**src/rtl/instr_decode_defines.vh**
```
// Purpose: constants for the instruction decode and timing block
// Assumes: 14-bit instruction words, four oscillator clocks per instruction cycle
// Notes:   definitions only
`ifndef INSTR_DECODE_DEFINES_VH
`define INSTR_DECODE_DEFINES_VH

// instruction word and fields
`define IW_WIDTH        14
`define FADDR_WIDTH     7
`define BITIDX_WIDTH    3
`define LIT8_WIDTH      8
`define LIT11_WIDTH     11
`define DATA_WIDTH      8
`define DEST_BIT        7
`define BITIDX_LSB      7
`define FADDR_MAX       7'h7f

// instruction classes
`define CLS_BYTE        2'h0
`define CLS_BIT         2'h1
`define CLS_LITCTL      2'h2

// timing: four oscillator clocks per instruction cycle
`define OSC_PER_ICYC    4
`define PHASE_WIDTH     2
`define PHASE_LAST      2'h3
`define PHASE_READ      2'h1
`define PHASE_WRITE     2'h3

// file register addresses of the two indirect access ports, pointer space split
`define INDIRECT_PORT0  7'h00
`define INDIRECT_PORT1  7'h01
`define PTR_PROG_BIT    15

`endif

```
**src/rtl/instr_field_split.v**
```verilog
// Purpose: splits one 14-bit instruction word into class and operand fields
// Assumes: combinational, fed from the latched instruction register
// Notes:   every operand field is sliced from the word for every class, don't-care bits included; class is decoded
`include "instr_decode_defines.vh"

module instr_field_split (
    // instruction in
    input  wire [13:0] instrWord,
    // decoded fields
    output reg  [1:0]  instrClass,
    output wire [6:0]  fileAddr,
    output wire [2:0]  bitIndex,
    output wire        destSel,
    output wire [7:0]  literal8,
    output wire [10:0] literal11,
    output wire        ptrSel
);

    // class from the top two opcode bits
    always @*
    begin
        case (instrWord[13:12])
            2'h0:    instrClass = `CLS_BYTE;
            2'h1:    instrClass = `CLS_BIT;
            default: instrClass = `CLS_LITCTL;
        endcase
    end

    // operand fields; all taken from the one word, no extension words
    assign fileAddr  = instrWord[6:0];
    assign bitIndex  = instrWord[`BITIDX_LSB+2:`BITIDX_LSB];
    assign destSel   = instrWord[`DEST_BIT];
    assign literal8  = instrWord[7:0];
    assign literal11 = instrWord[10:0];
    assign ptrSel    = instrWord[0];

endmodule

```
**src/rtl/instr_decode_timing.v**
```verilog
// Purpose: instruction decode, cycle timing and read-modify-write sequencing
// Assumes: program memory answers fetches combinationally; file memory read
//          data is valid in the phase after fileReadEn
// Notes:   ALU is outside; this block steers its result by destSel
//
// Functional notes
// - each instruction is one 14-bit word with all operands, no extensions
// - opcodes split into byte, bit, and literal/control classes
// - all other instructions finish in exactly one instruction cycle
// - absolute and computed subroutine invocations take two cycles
// - plain return, return with literal, interrupt exit take two cycles
// - jumps and taken skips take two cycles
// - indirect access with pointer in program memory adds one cycle
// - one instruction cycle is four oscillator clocks
// - file operands are always read, modified, then stored
// - destination bit 0 writes accumulator, 1 writes file register
// - file address field covers 0x00 to 0x7F
// - bit index selects one bit of the 8-bit register
// - pointer select field picks pointer pair 0 or 1
// - don't-care bits have no effect on execution
// - bit instructions carry a 3-bit index and 7-bit address
// - general literal instructions carry an 8-bit constant
// - jumps and invocations carry an 11-bit target
`include "instr_decode_defines.vh"

module instr_decode_timing (
    // clock and reset
    input  wire        clk,
    input  wire        rst_n,
    // program memory
    input  wire [13:0] fetchWord,
    input  wire        fetchValid,
    output wire        fetchEn,
    // condition inputs from the datapath
    input  wire        skipTaken,
    input  wire [15:0] ptr0,
    input  wire [15:0] ptr1,
    // decoded fields
    output reg  [1:0]  instrClass,
    output reg  [6:0]  fileAddr,
    output reg  [2:0]  bitIndex,
    output reg  [7:0]  literal8,
    output reg  [10:0] literal11,
    output reg         ptrSel,
    // execution control
    output reg  [1:0]  phase,
    output reg         icycStrobe,
    output reg         fileReadEn,
    output reg         fileWriteEn,
    output reg         accWriteEn,
    output reg         flowChange,
    output reg         nopCycle,
    output reg         extraCycle
);

    localparam ST_EXEC  = 2'h0;
    localparam ST_FLUSH = 2'h1;
    localparam ST_XTRA  = 2'h2;

    reg  [1:0]  rstSync_reg;
    wire        rstInt_n;
    reg  [1:0]  phase_reg;
    reg  [1:0]  state_reg;
    reg  [1:0]  state_next;
    reg  [13:0] iw_reg;
    reg         xtraDone_reg;
    wire [1:0]  cls;
    wire [6:0]  fa;
    wire [2:0]  bi;
    wire        ds;
    wire [7:0]  k8;
    wire [10:0] k11;
    wire        ps;
    wire        endOfCyc;
    wire        isFlow;
    wire        isIndirect;
    wire        ptrInProg;
    wire        usesFile;

    ////////////////////////////////////////////////////////////////////////
    // reset release through two flops
    always @(posedge clk or negedge rst_n)
    begin
        if (!rst_n)
            rstSync_reg <= 2'h0;
        else
            rstSync_reg <= {rstSync_reg[0], 1'b1};
    end
    assign rstInt_n = rstSync_reg[1];

    ////////////////////////////////////////////////////////////////////////
    // field split of the current instruction
    instr_field_split u_split (
        .instrWord  (iw_reg),
        .instrClass (cls),
        .fileAddr   (fa),
        .bitIndex   (bi),
        .destSel    (ds),
        .literal8   (k8),
        .literal11  (k11),
        .ptrSel     (ps)
    );

    // opcode group tests; calls and jumps share top bits 10, returns and
    // computed flow are fixed control encodings, bit skips are bit class 1x, decrement and increment skips are byte class
    function is_two_cycle;
        input [13:0] w;
        input        skip;
        begin
            is_two_cycle =
                (w[13:12] == 2'h2) ||
                (w[13:9] == 5'h19) ||                     // relative_jump
                (w == 14'h000a) || (w == 14'h000b) ||     // computed
                (w == 14'h0008) || (w == 14'h0009) ||     // returns
                (w[13:10] == 4'hd) ||                     // literal exit
                ((w[13:11] == 3'h3) && skip) ||           // bit skips
                ((w[13:8] == 6'h0b) && skip) ||           // decrement skip
                ((w[13:8] == 6'h0f) && skip);             // increment skip
        end
    endfunction

    // the gap left by an out-of-range address is impossible: seven bits
    // control forms with a zero upper field name no file register at all
    assign usesFile   = (cls != `CLS_LITCTL) && (iw_reg[13:7] != 7'h00);
    assign isIndirect = usesFile &&
                        ((fa == `INDIRECT_PORT0) || (fa == `INDIRECT_PORT1));
    assign ptrInProg  = (fa == `INDIRECT_PORT1) ? ptr1[`PTR_PROG_BIT]
                                                 : ptr0[`PTR_PROG_BIT];
    assign isFlow     = is_two_cycle(iw_reg, skipTaken);
    assign endOfCyc   = (phase_reg == `PHASE_LAST);
    assign fetchEn    = endOfCyc && (state_next == ST_EXEC);

    ////////////////////////////////////////////////////////////////////////
    // four-clock phase counter gives the instruction cycle
    always @(posedge clk or negedge rstInt_n)
    begin
        if (!rstInt_n)
            phase_reg <= 2'h0;
        else
            phase_reg <= phase_reg + 2'h1;
    end

    // sequencer next state, decided only at cycle end
    always @*
    begin
        state_next = state_reg;
        if (endOfCyc)
        begin
            case (state_reg)
                ST_EXEC:
                    if (isIndirect && ptrInProg && !xtraDone_reg)
                        state_next = ST_XTRA;
                    else if (isFlow)
                        state_next = ST_FLUSH;
                    else
                        state_next = ST_EXEC;
                ST_XTRA:  state_next = isFlow ? ST_FLUSH : ST_EXEC;
                default:  state_next = ST_EXEC;
            endcase
        end
    end

    // instruction register and sequencer; flush cycle discards prefetch
    always @(posedge clk or negedge rstInt_n)
    begin
        if (!rstInt_n)
        begin
            state_reg    <= ST_FLUSH;
            iw_reg       <= 14'h0000;
            xtraDone_reg <= 1'b0;
        end
        else if (endOfCyc)
        begin
            state_reg    <= state_next;
            xtraDone_reg <= (state_next == ST_XTRA);
            if (state_next == ST_EXEC)
                iw_reg <= fetchValid ? fetchWord : 14'h0000;
            else if (state_next == ST_FLUSH)
                iw_reg <= 14'h0000;
        end
    end

    ////////////////////////////////////////////////////////////////////////
    // registered outputs; read in phase 1, store in phase 3
    always @(posedge clk or negedge rstInt_n)
    begin
        if (!rstInt_n)
        begin
            instrClass  <= `CLS_LITCTL;
            fileAddr    <= 7'h00;
            bitIndex    <= 3'h0;
            literal8    <= 8'h00;
            literal11   <= 11'h000;
            ptrSel      <= 1'b0;
            phase       <= 2'h0;
            icycStrobe  <= 1'b0;
            fileReadEn  <= 1'b0;
            fileWriteEn <= 1'b0;
            accWriteEn  <= 1'b0;
            flowChange  <= 1'b0;
            nopCycle    <= 1'b1;
            extraCycle  <= 1'b0;
        end
        else
        begin
            instrClass  <= cls;
            fileAddr    <= fa;
            bitIndex    <= bi;
            literal8    <= k8;
            literal11   <= k11;
            ptrSel      <= ps;
            phase       <= phase_reg;
            icycStrobe  <= endOfCyc;
            // read happens even for write-only forms
            fileReadEn  <= (state_reg == ST_EXEC) && usesFile &&
                           (phase_reg == `PHASE_READ);
            fileWriteEn <= (state_reg == ST_EXEC) && usesFile &&
                           (phase_reg == `PHASE_WRITE) &&
                           (cls == `CLS_BIT || ds);
            accWriteEn  <= (state_reg == ST_EXEC) && (cls == `CLS_BYTE) && usesFile &&
                           (phase_reg == `PHASE_WRITE) && !ds;
            // marks the cycle end that enters the flush, also after an extra cycle
            flowChange  <= endOfCyc && (state_next == ST_FLUSH);
            nopCycle    <= (state_next == ST_FLUSH) || (state_reg == ST_FLUSH);
            extraCycle  <= (state_reg == ST_XTRA);
        end
    end

endmodule

```
**config.mk**
```make
export PLATFORM = sky130hd
export DESIGN_NAME = instr_decode_timing
export DESIGN_NICKNAME = d
export VERILOG_FILES = /design/src/rtl/instr_field_split.v /design/src/rtl/instr_decode_timing.v
export VERILOG_INCLUDE_DIRS = /design/src /design/src/rtl
export SDC_FILE = /design/constraint.sdc
export NUM_CORES = 1
export LEC_CHECK = 0
export ABC_CLOCK_PERIOD_IN_PS = 2600
export BUFFER_PORTS_ARGS = -buffer_cell sky130_fd_sc_hd__buf_2
export CAP_MARGIN = 20
export CORE_AREA = 10 10 66 82
export CTS_BUF_LIST = sky130_fd_sc_hd__clkbuf_8 sky130_fd_sc_hd__clkbuf_16
export CTS_CLUSTER_DIAMETER = 200
export DETAILED_ROUTE_END_ITERATION = 12
export DIE_AREA = 0 0 76 92
export PLACE_DENSITY = 0.73
export SETUP_SLACK_MARGIN = 0.1
export SLEW_MARGIN = 20
export SYNTH_ARGS = -nofsm -noshare
export SYNTH_HDL_FRONTEND = slang
export SYNTH_SLANG_ARGS = --single-unit
```
**constraint.sdc**
```tcl
create_clock -name clk -period 2.6 [get_ports clk]
set_input_delay 0 -clock clk [delete_from_list [all_inputs] [get_ports clk]]
set_output_delay 0 -clock clk [all_outputs]
set_load 0.01 [all_outputs]
```
==> flow_summary.json <==
{
  "largest_reg_flops": 14,
  "ff2ff_setup_slack_ps": 170,
  "seqCellArea_um2": 1081,
  "viasPerCell": 4.686,
  "path_class": "register to output port",
  "syn_area_um2": 1623,
  "cts.clk_slew.worst_paths_ps": 80,
  "power_frac_seq": 0.530,
  "setup_viol": 0,
  "yosysMostFrequentCell": "dfrtp_1",
  "dr.first_iter.drc_count": 100,
  "synth.distinct_cells": 30,
  "synth.cells.most_frequent": "dfrtp_1 (40), buf_4 (19), a22o_1 (14), inv_1 (6), nor2_1 (4)",
  "clockBufferDepth": 2,
  "power_leakage_nw": 1.105,
  "synth.area.top_cells": "dfrtp_1 (62%), buf_4 (8.8%), a22o_1 (7.6%)",
  "ys_ff_latch": 43,
  "cts_tree": "built",
  "fp.dieW_um": 76,
  "grt_pass1_wl_um": 6354,
  "power.density_nw_per_um2": 784.7,
  "final_cell_count_no_fill": 242,
  "reg2reg_to": "iw_reg[6]",
  "yosysWarnings": 0,
  "fin_crit_sh": 0.9807,
  "synthesis.instances": 120,
  "synth_mux_area_frac": 0.006168,
  "ir_drop_uv": 305.2,
  "status": "complete, no violations",
  "ys.flop_type": "dfrtp_1",
  "endpoint": "fetchEn",
  "io_pins": 92,
  "fp.dieH_um": 92,
  "async_flop_share": 1.000,
  "grt.total_usage": 0.1127,
  "worstMarginPinSlew_ps": 858.3,
  "dp_cells": 215,
  "startpoint_type": "register",
  "cp_max_fo": 5,
  "yosys.area.top_type_share": 0.6168,
  "grt_overflow": 0,
  "synth.yosys.seq_area_share": 0.6654,
  "rsz0062_at_grt": "yes",
  "crit_arrival_ps": 2550,
  "areaGrowthSynthToFinish_pct": 31.23,
  "critPathCaptureType": "output port",
  "pwr-share-comb": 0.228,
  "internal_power_mw": 1.173,
  "multi_input_area_um2": 375.4,
  "swShare": 0.2982,
  "drt_wl_total_um": 3826,
  "period_needed_ps": 2550,
  "synth_compound_area_frac": 0.1249,
  "drv_cap": 0,
  "synth_edf_count": 0,
  "r2r_cells": 5,
  "routabilityCongestion": 0.8268,
  "synth_fa_ha_area_frac": 0.01542,
  "cp-startpoint": "iw_reg[6]",
  "n_antenna_cell": 0,
  "cts_root_buf": "clkbuf_8",
  "grt_max_degree": 42,
  "hold_violations": 0,
  "first_pass_iters": 4,
  "drc": 0,
  "wl_per_cell_um": 15.81,
  "clock.fmax_mhz": 392.2,
  "cp.required_ps": 2600,
  "core_region_area_um2": 3936,
  "fillers": 341,
  "std_cell_rows": 26,
  "start_util": 0.4123,
  "worstHoldPathType": "input pin to async pin",
  "worst_r2r_startpoint": "iw_reg[6]",
  "synth_area_leader_cell": "dfrtp_1",
  "drive_above_1_share": 0.4516,
  "syn_area_per_cell_um2": 13.52,
  "max-slew-margin-rel": 0.4278,
  "synthSimpleGateAreaFrac": 0.06939,
  "numCtsBuffers": 5,
  "antenna_left": 0,
  "synth_top_family_by_area": "compound AO/OA/AOI/OAI gates",
  "die-area_um2": 6992,
  "dpl.hpwl_um": 2651,
  "fin_skew_ps": 9.139,
  "grt_pass1_vias": 1218,
  "cts.sinks": 43,
  "num_vias": 1134,
  "synth_nets": 172,
  "clock_latency_ps": 300,
  "antenna_found_initial": 0,
  "cts_htree_levels": 2,
  "fin_util": 0.5410,
  "clkPwrFrac": 0.241,
  "power.switching_mw": 0.4982,
  "final_max_slew_viol_count": 0,
  "synth_xor_area_frac": 0,
  "fin_nets": 237,
  "port_buffers": 61
}
-- routing by layer --
layer / GRT usage / vias to the layer above / wire length, µm
met1: 0.1223 / 560 / 1412
met2: 0.1854 / 45 / 1975
li1: - / 518 / -
met4: 0.04272 / 0 / 57
met3: 0.05566 / 11 / 380
met5: 0 / - / 0
-- critical path, stage by stage (launching register included) --
cell and delay (ps):
dfrtp_1 390, or4_4 540, or4_1 410, or3_4 420, or3b_4 260, inv_2 40
nor2_2 90, buf_6 110
-- metrics by stage --
step / cell area [µm²] / setup WS [ps] / hold slack (ps) / total power [mW] / setup TNS, ps
after detailed placement: 1837 / 45.81 / -214.5 / 1.241 / 0
after global placement: 1837 / 113.3 / -215.1 / 1.228 / 0
after global routing: 2130 / -45.58 / 18.45 / 1.772 / -45.58
final: 2130 / 50.29 / 5.438 / 1.671 / 0
after CTS: 2121 / 61.44 / 13.84 / 1.685 / 0
after floorplan: 1623 / 131.0 / -295.6 / 1.133 / 0
-- cell type report --
cell class | instances | share of cell area
multi-input cells | 48 | 0.1763
repair buffers | 80 | 0.2309
flip-flops and latches | 43 | 0.5076
well taps | 56 | 0.03290
clock buffers | 5 | 0.03231
clock inverters | 3 | 0.007638
inverters | 7 | 0.01234
-- power groups by stage --
stage	combinational (mW)	sequential, mW	clock [mW]
global placement	0.338	0.890	0
floorplan	0.215	0.919	0
global route	0.417	0.911	0.444
finish	0.382	0.886	0.403
detailed placement	0.342	0.899	0
CTS	0.387	0.888	0.410
-- cell families (layout without fill, tap and decap cells) --
logic type                 Yosys count  count (layout)
and+or+nand+nor                     20              20
buffers and inverters               29              95
muxes                                1               1
AOI/OAI and AO/OA                   24              24
DFF                                 43              43
other                                1               1
adders and majority gates            2               2
-- cells in the final DEF (no fill, tap or decap), types with 3 or more instances in the layout --
cell type	count
clkbuf_8	5
nor2_1	3
a22o_1	14
o21ai_0	3
nand2_1	3
dfstp_2	3
buf_4	4
dfrtp_1	39
inv_1	6
dlygate4sd3_1	15
buf_2	60
-- worst min-delay path by stage --
stage / endpoint / slack, ps / cells after the start
CTS: rstSync_reg[1] / 10 / 2
floorplan: rstSync_reg[0] / -300 / 0
global route: rstSync_reg[1] / 20 / 2
finish: rstSync_reg[0] / 5 / 2
global placement: rstSync_reg[0] / -220 / 1
detailed placement: rstSync_reg[0] / -210 / 1
-- timing repair --
item,CTS,global route
setup endpoints to repair,15,1
hold endpoints to repair,16,0
gates cloned,0,0
pin swaps,2,4
resized for setup,4,3
hold buffers,15,0
buffers inserted,4,0
Power figures use the tool's default switching activity.
